[config.mk]
export PLATFORM = sky130hd
export DESIGN_NAME = sfmio_phase
export DESIGN_NICKNAME = d
export VERILOG_FILES = /design/src/logic/sfmio_pkg.sv /design/src/logic/sfmio_sync.sv /design/src/logic/sfmio_phase.sv
export VERILOG_INCLUDE_DIRS = /design/src /design/src/logic
export SDC_FILE = /design/constraint.sdc
export NUM_CORES = 1
export LEC_CHECK = 0
export BUFFER_PORTS_ARGS = -buffer_cell sky130_fd_sc_hd__buf_2
export CAP_MARGIN = 20
export CORE_ASPECT_RATIO = 1.75
export CORE_MARGIN = 2
export CORE_UTILIZATION = 54
export DETAILED_ROUTE_END_ITERATION = 6
export GPL_TIMING_DRIVEN = 0
export HOLD_SLACK_MARGIN = 0.02
export PLACE_DENSITY = 0.82
export SLEW_MARGIN = 20
export SYNTH_ARGS = -nofsm -noshare
export SYNTH_HDL_FRONTEND = slang
export SYNTH_SLANG_ARGS = --single-unit
[constraint.sdc]
create_clock -name ref_clk -period 4.9 [get_ports ref_clk]
set_clock_uncertainty 0.2 [all_clocks]
set_input_delay 0.245 -clock ref_clk [delete_from_list [all_inputs] [get_ports ref_clk]]
set_output_delay 0.245 -clock ref_clk [all_outputs]
set_load 0.01 [all_outputs]
[src/logic/sfmio_cfg.svh]
`ifndef SFMIO_CFG_SVH
`define SFMIO_CFG_SVH

// instruction opcodes
`define SFMIO_OP_READ 8'h03
`define SFMIO_OP_FAST 8'h0B
`define SFMIO_OP_DOUT 8'h3B
`define SFMIO_OP_DIO 8'hBB
`define SFMIO_OP_QOUT 8'h6B
`define SFMIO_OP_QIO 8'hEB
`define SFMIO_OP_PROG 8'h02
`define SFMIO_OP_SERASE 8'h20
`define SFMIO_OP_BERASE 8'hD8
`define SFMIO_OP_CERASE 8'hC7
`define SFMIO_OP_WRSR 8'h01
`define SFMIO_OP_WAKE 8'hAB

// last cycle index of each input phase
`define SFMIO_INSTR_LAST 5'd7
`define SFMIO_ADDR1_LAST 5'd23
`define SFMIO_DUAL_IN_LAST 5'd15
`define SFMIO_QUAD_IN_LAST 5'd7

// latency cycles
`define SFMIO_SINGLE_LAT 4'd8
`define SFMIO_DIO_LAT 4'd4

// timing
`define SFMIO_CLK_NS 10
`define SFMIO_PUW_MIN_NS 1000000
`define SFMIO_PUW_CYCLES \
  ((`SFMIO_PUW_MIN_NS + `SFMIO_CLK_NS - 1) / `SFMIO_CLK_NS)

`endif

[src/logic/sfmio_pkg.sv]
package sfmio_pkg;

  typedef enum logic [3:0] {
    SFMIO_IDLE,
    SFMIO_INSTR,
    SFMIO_ADDR1,
    SFMIO_DUAL_IN,
    SFMIO_QUAD_IN,
    SFMIO_LAT,
    SFMIO_OUT1,
    SFMIO_OUT2,
    SFMIO_OUT4,
    SFMIO_SKIP,
    SFMIO_IGNORE
  } sfmio_state_t;

  typedef enum logic [1:0] {
    SFMIO_W1,
    SFMIO_W2,
    SFMIO_W4
  } sfmio_width_t;

endpackage

[src/logic/sfmio_sync.sv]
module sfmio_sync #(
  parameter int WIDTH = 7
) (
  input wire logic clk,
  input wire logic rst_n,
  input wire logic [WIDTH-1:0] d,
  output logic [WIDTH-1:0] q
);

  logic [WIDTH-1:0] meta_reg;

  generate
    for (genvar i = 0; i < WIDTH; i++)
    begin : g_bit
      always_ff @(posedge clk or negedge rst_n)
      begin
        if (!rst_n)
        begin
          meta_reg[i] <= 1'b0;
          q[i] <= 1'b0;
        end
        else
        begin
          meta_reg[i] <= d[i];
          q[i] <= meta_reg[i];
        end
      end
    end
  endgenerate

endmodule

[src/logic/sfmio_phase.sv]
// Overview of operation
// - single output drives serial out, ignores input
// - single output repeats until select rises
// - dual input always goes to latency
// - dual latency neither samples nor drives lines
// - last dual latency leads to dual output
// - dual output two bits until select rises
// - quad input goes to latency or output
// - quad latency length from latency field
// - quad latency lines idle, host releases
// - quad output four bits until select rises
// - quad enable ignores pause, allows quad reads
// - low supply ignores all commands
// - write commands rejected during power-up delay
// - deep sleep accepts only wake command
// - writes need clock count multiple of eight
// - pause low freezes command, lines released
// - instruction captured msb first on rises
// - power-up delay between one and ten ms
`include "sfmio_cfg.svh"

module sfmio_phase #(
  parameter int PUW_CYCLES = `SFMIO_PUW_CYCLES
) (
  input wire logic ref_clk,
  input wire logic resetn,
  input wire logic sck,
  input wire logic cs_n,
  input wire logic [3:0] io_in,
  output logic [3:0] io_out,
  output logic [3:0] io_oe,
  input wire logic supply_low,
  input wire logic quad_enable_bit,
  input wire logic [3:0] latency_count_field,
  input wire logic deep_sleep_mode,
  input wire logic [7:0] read_data,
  output logic [23:0] read_addr,
  output logic byte_taken,
  output logic cmd_exec,
  output logic [7:0] exec_opcode,
  output logic wake_cmd,
  output logic write_ready,
  output logic [3:0] phase
);

  logic rst_meta_reg;
  logic rst_n;
  logic [6:0] sync_q;
  logic sck_s;
  logic sel_s;
  logic supply_s;
  logic [3:0] io_s;
  logic sck_d_reg;
  logic sel_d_reg;
  logic pause;
  logic rise_e;
  logic fall_e;
  sfmio_pkg::sfmio_state_t state_reg;
  sfmio_pkg::sfmio_state_t lat_out_reg;
  logic [4:0] cnt_reg;
  logic [3:0] lat_reg;
  logic [7:0] op_reg;
  logic [7:0] opc;
  logic [31:0] in_sh_reg;
  logic write_cmd_reg;
  logic [2:0] pulses_reg;
  logic [7:0] out_sh_reg;
  logic [3:0] bits_left_reg;
  logic [3:0] oe_reg;
  logic [19:0] puw_cnt_reg;
  logic in_done;
  logic [3:0] step;

  always_ff @(posedge ref_clk or negedge resetn)
  begin
    if (!resetn)
    begin
      rst_meta_reg <= 1'b0;
      rst_n <= 1'b0;
    end
    else
    begin
      rst_meta_reg <= 1'b1;
      rst_n <= rst_meta_reg;
    end
  end

  sfmio_sync #(.WIDTH(7)) u_sync (
    .clk(ref_clk),
    .rst_n(rst_n),
    .d({supply_low, ~cs_n, sck, io_in}),
    .q(sync_q)
  );

  assign supply_s = sync_q[6];
  assign sel_s = sync_q[5];
  assign sck_s = sync_q[4];
  assign io_s = sync_q[3:0];

  always_ff @(posedge ref_clk or negedge rst_n)
  begin
    if (!rst_n)
    begin
      sck_d_reg <= 1'b0;
      sel_d_reg <= 1'b0;
    end
    else
    begin
      sck_d_reg <= sck_s;
      sel_d_reg <= sel_s;
    end
  end

  // pause pin is io3 only while quad mode is off
  assign pause = !quad_enable_bit && !io_s[3];
  assign rise_e = sck_s && !sck_d_reg && sel_s && !pause;
  assign fall_e = !sck_s && sck_d_reg && sel_s && !pause;
  assign opc = {op_reg[6:0], io_s[0]};

  always_comb
  begin
    in_done = 1'b0;
    case (state_reg)
      sfmio_pkg::SFMIO_ADDR1: in_done = cnt_reg == `SFMIO_ADDR1_LAST;
      sfmio_pkg::SFMIO_DUAL_IN: in_done = cnt_reg == `SFMIO_DUAL_IN_LAST;
      sfmio_pkg::SFMIO_QUAD_IN: in_done = cnt_reg == `SFMIO_QUAD_IN_LAST;
      default: in_done = 1'b0;
    endcase
  end

  // phase sequencing on link clock rising edges
  always_ff @(posedge ref_clk or negedge rst_n)
  begin
    if (!rst_n)
    begin
      state_reg <= sfmio_pkg::SFMIO_IDLE;
      lat_out_reg <= sfmio_pkg::SFMIO_OUT1;
      cnt_reg <= 5'h00;
      lat_reg <= 4'h0;
      op_reg <= 8'h00;
      in_sh_reg <= 32'h0000_0000;
      write_cmd_reg <= 1'b0;
      read_addr <= 24'h00_0000;
      wake_cmd <= 1'b0;
    end
    else
    begin
      wake_cmd <= 1'b0;
      if (!sel_s)
      begin
        state_reg <= sfmio_pkg::SFMIO_IDLE;
        write_cmd_reg <= 1'b0;
      end
      else if (supply_s)
      begin
        state_reg <= sfmio_pkg::SFMIO_IGNORE;
        write_cmd_reg <= 1'b0;
      end
      else if (state_reg == sfmio_pkg::SFMIO_IDLE)
      begin
        state_reg <= sfmio_pkg::SFMIO_INSTR;
        cnt_reg <= 5'h00;
      end
      else if (rise_e)
      begin
        cnt_reg <= cnt_reg + 5'h01;
        case (state_reg)
          sfmio_pkg::SFMIO_INSTR:
          begin
            op_reg <= opc;
            if (cnt_reg == `SFMIO_INSTR_LAST)
            begin
              cnt_reg <= 5'h00;
              lat_reg <= `SFMIO_SINGLE_LAT;
              state_reg <= sfmio_pkg::SFMIO_SKIP;
              if (deep_sleep_mode)
              begin
                if (opc == `SFMIO_OP_WAKE)
                  wake_cmd <= 1'b1;
                else
                  state_reg <= sfmio_pkg::SFMIO_IGNORE;
              end
              else
                case (opc)
                  `SFMIO_OP_READ:
                  begin
                    state_reg <= sfmio_pkg::SFMIO_ADDR1;
                    lat_reg <= 4'h0;
                    lat_out_reg <= sfmio_pkg::SFMIO_OUT1;
                  end
                  `SFMIO_OP_FAST:
                  begin
                    state_reg <= sfmio_pkg::SFMIO_ADDR1;
                    lat_out_reg <= sfmio_pkg::SFMIO_OUT1;
                  end
                  `SFMIO_OP_DOUT:
                  begin
                    state_reg <= sfmio_pkg::SFMIO_ADDR1;
                    lat_out_reg <= sfmio_pkg::SFMIO_OUT2;
                  end
                  `SFMIO_OP_QOUT:
                  begin
                    state_reg <= quad_enable_bit ? sfmio_pkg::SFMIO_ADDR1
                      : sfmio_pkg::SFMIO_IGNORE;
                    lat_out_reg <= sfmio_pkg::SFMIO_OUT4;
                  end
                  `SFMIO_OP_DIO:
                  begin
                    state_reg <= sfmio_pkg::SFMIO_DUAL_IN;
                    lat_reg <= `SFMIO_DIO_LAT;
                    lat_out_reg <= sfmio_pkg::SFMIO_OUT2;
                  end
                  `SFMIO_OP_QIO:
                  begin
                    state_reg <= quad_enable_bit ? sfmio_pkg::SFMIO_QUAD_IN
                      : sfmio_pkg::SFMIO_IGNORE;
                    lat_reg <= latency_count_field;
                    lat_out_reg <= sfmio_pkg::SFMIO_OUT4;
                  end
                  `SFMIO_OP_PROG, `SFMIO_OP_SERASE, `SFMIO_OP_BERASE,
                  `SFMIO_OP_CERASE, `SFMIO_OP_WRSR:
                    write_cmd_reg <= 1'b1;
                  default:
                    state_reg <= sfmio_pkg::SFMIO_SKIP;
                endcase
            end
          end
          sfmio_pkg::SFMIO_ADDR1:
            in_sh_reg <= {in_sh_reg[30:0], io_s[0]};
          sfmio_pkg::SFMIO_DUAL_IN:
            in_sh_reg <= {in_sh_reg[29:0], io_s[1:0]};
          sfmio_pkg::SFMIO_QUAD_IN:
            in_sh_reg <= {in_sh_reg[27:0], io_s};
          sfmio_pkg::SFMIO_LAT:
          begin
            // lines neither sampled nor driven here
            if (cnt_reg == {1'b0, lat_reg} - 5'h01)
              state_reg <= lat_out_reg;
          end
          default:
            cnt_reg <= 5'h00; // output phases hold until select rises
        endcase
        if (in_done)
        begin
          cnt_reg <= 5'h00;
          if (state_reg == sfmio_pkg::SFMIO_DUAL_IN)
            read_addr <= {in_sh_reg[29:6]};
          else if (state_reg == sfmio_pkg::SFMIO_QUAD_IN)
            read_addr <= {in_sh_reg[27:4]};
          else
            read_addr <= {in_sh_reg[22:0], io_s[0]};
          if (lat_reg == 4'h0)
            state_reg <= lat_out_reg;
          else
            state_reg <= sfmio_pkg::SFMIO_LAT;
        end
      end
      else if (byte_taken)
        read_addr <= read_addr + 24'h00_0001;
    end
  end

  always_comb
  begin
    case (state_reg)
      sfmio_pkg::SFMIO_OUT2: step = 4'h2;
      sfmio_pkg::SFMIO_OUT4: step = 4'h4;
      default: step = 4'h1;
    endcase
  end

  // output shifting on falling edges, read data taken per byte
  always_ff @(posedge ref_clk or negedge rst_n)
  begin
    if (!rst_n)
    begin
      out_sh_reg <= 8'h00;
      bits_left_reg <= 4'h0;
      oe_reg <= 4'h0;
      io_out <= 4'h0;
      byte_taken <= 1'b0;
    end
    else
    begin
      byte_taken <= 1'b0;
      if (!sel_s || supply_s)
      begin
        oe_reg <= 4'h0;
        bits_left_reg <= 4'h0;
      end
      else if (fall_e)
      begin
        case (state_reg)
          sfmio_pkg::SFMIO_OUT1, sfmio_pkg::SFMIO_OUT2,
          sfmio_pkg::SFMIO_OUT4:
          begin
            if (bits_left_reg == 4'h0)
            begin
              io_out <= read_data[7:4];
              out_sh_reg <= read_data;
              bits_left_reg <= 4'h8 - step;
              byte_taken <= 1'b1;
            end
            else
            begin
              io_out <= out_sh_reg[7:4];
              bits_left_reg <= bits_left_reg - step;
            end
            if (bits_left_reg == 4'h0)
              out_sh_reg <= read_data << step;
            else
              out_sh_reg <= out_sh_reg << step;
            if (state_reg == sfmio_pkg::SFMIO_OUT1)
            begin
              oe_reg <= 4'h2;
              io_out <= {2'h0, bits_left_reg == 4'h0 ? read_data[7]
                : out_sh_reg[7], 1'b0};
            end
            else if (state_reg == sfmio_pkg::SFMIO_OUT2)
            begin
              oe_reg <= 4'h3;
              io_out <= {2'h0, bits_left_reg == 4'h0 ? read_data[7:6]
                : out_sh_reg[7:6]};
            end
            else
              oe_reg <= 4'hF;
          end
          default:
            oe_reg <= 4'h0;
        endcase
      end
    end
  end

  // held paused command keeps its lines released
  assign io_oe = pause ? 4'h0 : oe_reg;

  // clock pulse count and write execution at end of select
  always_ff @(posedge ref_clk or negedge rst_n)
  begin
    if (!rst_n)
    begin
      pulses_reg <= 3'h0;
      cmd_exec <= 1'b0;
      exec_opcode <= 8'h00;
    end
    else
    begin
      cmd_exec <= 1'b0;
      if (rise_e)
        pulses_reg <= pulses_reg + 3'h1;
      if (sel_d_reg && !sel_s)
      begin
        pulses_reg <= 3'h0;
        exec_opcode <= op_reg;
        cmd_exec <= write_cmd_reg && pulses_reg == 3'h0 && write_ready
          && !supply_s;
      end
    end
  end

  // power-up write delay
  always_ff @(posedge ref_clk or negedge rst_n)
  begin
    if (!rst_n)
    begin
      puw_cnt_reg <= 20'h0_0000;
      write_ready <= 1'b0;
    end
    else if (!write_ready)
    begin
      puw_cnt_reg <= puw_cnt_reg + 20'h0_0001;
      if (puw_cnt_reg == 20'(PUW_CYCLES - 1))
        write_ready <= 1'b1;
    end
  end

  assign phase = state_reg;
endmodule

==> results <==
- Setup total negative slack on the finished layout was measured at 0 ps.
- The number of antenna cells inserted is 0.
- The first global-routing pass estimated 37,000 um of wire.
- Sorting the synthesized cells by how often they occur yields 150 x sky130_fd_sc_hd__dfrtp_1, 142 x sky130_fd_sc_hd__nand2_1, 73 x sky130_fd_sc_hd__nor2_1.
- The worst endpoint data arrival time is 3100 ps.
- The die area is between 15,000 and 20,000 um^2.
- The cell sitting at the root of the clock tree is a sky130_fd_sc_hd__clkbuf_16.
- The maximum number of pins on one net before global-route repair is 57.
- The largest vdd supply drop is 0.2680 mV.
- The number of nets in the synthesized netlist is a little over 900.
- The synthesis-to-layout area growth is 17.70%.
- The aggregate global-route resource usage is 0.3112.
- The flow ran to the end, and the final reports show no timing, DRC or antenna violations.
- The average instance area after synthesis is 9.004 um^2.
- The total DRC errors in the routed layout is 0.
- The leakage power is 0.004226 uW.
- The number of nets in the layout is 1,012.
- The commonest register cell after synthesis is sky130_fd_sc_hd__dfrtp_1.
- Buffers placed on the I/O ports in this run total 70.
- The vias per cell is 6.325.
- Ranked by total cell area, the synthesized netlist is headed by sky130_fd_sc_hd__dfrtp_1 48%, sky130_fd_sc_hd__nand2_1 6.8%, sky130_fd_sc_hd__a21oi_1 3.7%, sky130_fd_sc_hd__nor2_1 3.5%, sky130_fd_sc_hd__o21ai_0 3.4%.
- The post-CTS clock slew at the launch and capture registers of the worst setup and hold paths is 70 ps.
- The library cell with the highest instance count after synthesis is sky130_fd_sc_hd__dfrtp_1.
- The number of global-route vias before repair is 7,479.
- The register with the most flip-flops in the layout has 30 of them.
- The endpoint of the most critical setup path is lat_reg[2].
- sky130_fd_sc_hd__dfrtp_1 takes more of the synthesized area than any other cell.
- The share of synthesized registers carrying an async set or reset is 1.000.
- The die height is 163.9 um.
- Wires add up to 23,090 um.
- The mapped netlist covers 7888 um^2.
- The relative slew slack is 0.3597.
- The number of max-slew violations in the final report was 0.
- The horizontal die dimension is 95.36 um.
- 71 I/O pins were placed.
- The kind of path behind the tightest hold check is in2reg.
- The number of non-filler instances in the completed layout is 1,171.
- The fraction of the cycle the final worst path needs is 0.6088.
- The HPWL after detailed placement is 16,040 um.
- The source of the worst register-to-register timing path is phase[1].
- Final hold analysis gives a worst-case slack of 23.30 ps.
- The number of endpoints failing setup at the final stage is 0.
- The type of destination of the critical path is a register.
- The largest driver fanout on the critical path is 10.
- The setup check on the worst reg-to-reg path leaves a slack of 1920 ps.
- The fmax is 335.2 MHz.
- The critical path launch point type is a register.
- The number of H-tree levels is 4.
- The DRC marker count from the first detailed-route iteration is 670.
- The number of cell rows is between 50 and 60.
- In this run the remaining antenna-violating nets after routing total 0.
- Before antenna repair, the detailed router went through 6 iterations.
- The clock net in this run drives a total of 151 sinks.
- The routability-driven placement congestion ratio is 0.9836.
- The TritonCTS clock tree is built.
- The final core area utilization is 0.6494.
- The detailed-route via count is about 7,400.
- The count of synthesis-stage warnings from yosys is 0.
- The endpoint of the most critical register-to-register path is lat_reg[2].
- The clock buffer count from CTS is 17.
- The number of hold violations in the final report came to 0.
- Setup repair after global routing left no endpoint under its margin.
- The source-to-sink clock delay at the later pin of the worst-skew pair is 430 ps.
- The number of buffers on the longest clock path is 2.
- The critical path in this run is classified as reg2reg.
- The time the final worst path needs with I/O delays and setup is approximately 3000 ps.
- Of the synthesized area, sequential elements account for 0.4792.
- The actual transition at the worst max-transition pin is roughly 960 ps.
- The portion of synthesized cell area occupied by the leading cell type is 0.4759.
- The initial antenna violation count is 0.
- The path depth of the worst reg2reg path is 6.
- The average wire per standard cell is 19.72 um.
- The number of max-cap violations is 0.
- Of the cells placed in the final design, the portion with a size suffix greater than 1 is 0.1504.
- The post-cts sizing count is 0.
- Counting distinct cell types in the post-synthesis netlist gives 72.
- Synthesis produced 876 cells.
- The starting utilization of the core area is 0.5517.
- The start point of the critical path is phase[1].
- In this run the standard cell core region covers roughly 14,000 um^2.
- The synthesized design contains 0 enable-type register cells.
- After synthesis the netlist holds a flip-flop and latch count of 151.
- For the worst setup path, the data required time is ~5000 ps.
- The cell total after placement is 1,128.
- The sum of overflow across all layers after global routing is 0.
- Dividing total power by cell area gives a power density of 348.0 nW/um^2.
-- critical path, cell delays in order, from the launching register on --
cell,delay [ps]
sky130_fd_sc_hd__dfrtp_1,480
sky130_fd_sc_hd__buf_4,230
sky130_fd_sc_hd__nor4b_2,850
sky130_fd_sc_hd__and3_1,340
sky130_fd_sc_hd__buf_2,250
sky130_fd_sc_hd__nand2b_1,230
sky130_fd_sc_hd__a22o_1,290
-- worst min path at each step --
stage                               start            end  slack, ps  cells after the start
after CTS                    read_data[0]  out_sh_reg[1]         30                      3
after global placement             resetn   rst_meta_reg       -170                      1
after floorplan                    resetn   rst_meta_reg       -250                      0
final                        read_data[0]  out_sh_reg[1]         20                      3
after global routing      deep_sleep_mode     lat_reg[0]         90                      4
after detailed placement           resetn          rst_n       -170                      1
-- layout by cell type, fill, tap and decap left out, types with 4 or more instances in the layout --
cell type,count
sky130_fd_sc_hd__bufinv_16,4
sky130_fd_sc_hd__xor2_1,12
sky130_fd_sc_hd__dfrtp_1,149
sky130_fd_sc_hd__nor2_1,73
sky130_fd_sc_hd__o21a_1,4
sky130_fd_sc_hd__o21ai_0,54
sky130_fd_sc_hd__mux2_2,5
sky130_fd_sc_hd__nand4_1,8
sky130_fd_sc_hd__xnor2_1,19
sky130_fd_sc_hd__o22ai_1,4
sky130_fd_sc_hd__ha_1,9
sky130_fd_sc_hd__a32o_1,5
sky130_fd_sc_hd__clkbuf_16,17
sky130_fd_sc_hd__inv_1,22
sky130_fd_sc_hd__and2_1,6
sky130_fd_sc_hd__a22oi_1,29
sky130_fd_sc_hd__nor2b_1,6
sky130_fd_sc_hd__o31ai_1,9
sky130_fd_sc_hd__a31oi_1,31
sky130_fd_sc_hd__mux2i_1,10
sky130_fd_sc_hd__nand2b_1,9
sky130_fd_sc_hd__nor4b_1,7
sky130_fd_sc_hd__nand2_1,142
sky130_fd_sc_hd__buf_4,4
sky130_fd_sc_hd__a211oi_1,5
sky130_fd_sc_hd__and3_1,12
sky130_fd_sc_hd__o22a_1,5
sky130_fd_sc_hd__a22o_1,4
sky130_fd_sc_hd__nor3b_1,7
sky130_fd_sc_hd__dlygate4sd3_1,12
sky130_fd_sc_hd__inv_6,4
sky130_fd_sc_hd__clkbuf_1,28
sky130_fd_sc_hd__nor4_1,5
sky130_fd_sc_hd__buf_2,92
sky130_fd_sc_hd__nand3_1,47
sky130_fd_sc_hd__nor3_1,14
sky130_fd_sc_hd__a21oi_1,58
-- metal layers --
layer	up-vias	GRT usage	part of all wire
met5	-	0	0
met4	0	0.2029	0.066
met3	117	0.05550	0.062
met2	368	0.5407	0.52
met1	3590	0.3399	0.35
li1	3331	-	-
-- cell families after synthesis --
logic type,share of synthesized area
simple gates,0.2192
compound gates,0.1880
other cells,0.0004754
mux,0.01983
flops,0.4792
xor+xnor,0.03442
fa+ha+maj,0.01682
buf+inv,0.04204
-- power by group --
group          switching [uW]  internal, uW
sequential                116          1340
clock                     541           886
combinational             214           137
total                     870          2360
-- cell type report --
cell class	instances	area, um^2
Fill cell	1166	5012
Tap cell	180	225.2
Clock inverter	12	188.9
Inverter	22	82.58
Clock buffer	19	452.9
Multi-Input combinational cell	648	3776
Sequential cell	151	3784
Timing Repair Buffer	84	525.5
Buffer	55	249.0
-- per-stage QoR --
step	worst slack [ps]	instance area, um^2	total power (uW)
after detailed placement	2043	8522	1802
after global routing	1736	9284	3342
after CTS	1961	9284	3227
after floorplan	182.9	7888	1659
after global placement	-1437	8463	1786
final	1917	9284	3231
-- repair_timing --
action,4_1_cts,5_1_grt
hold endpoints to repair,12,0
setup buffers,0,0
hold buffers,12,0
Power figures use the tool's default switching activity.
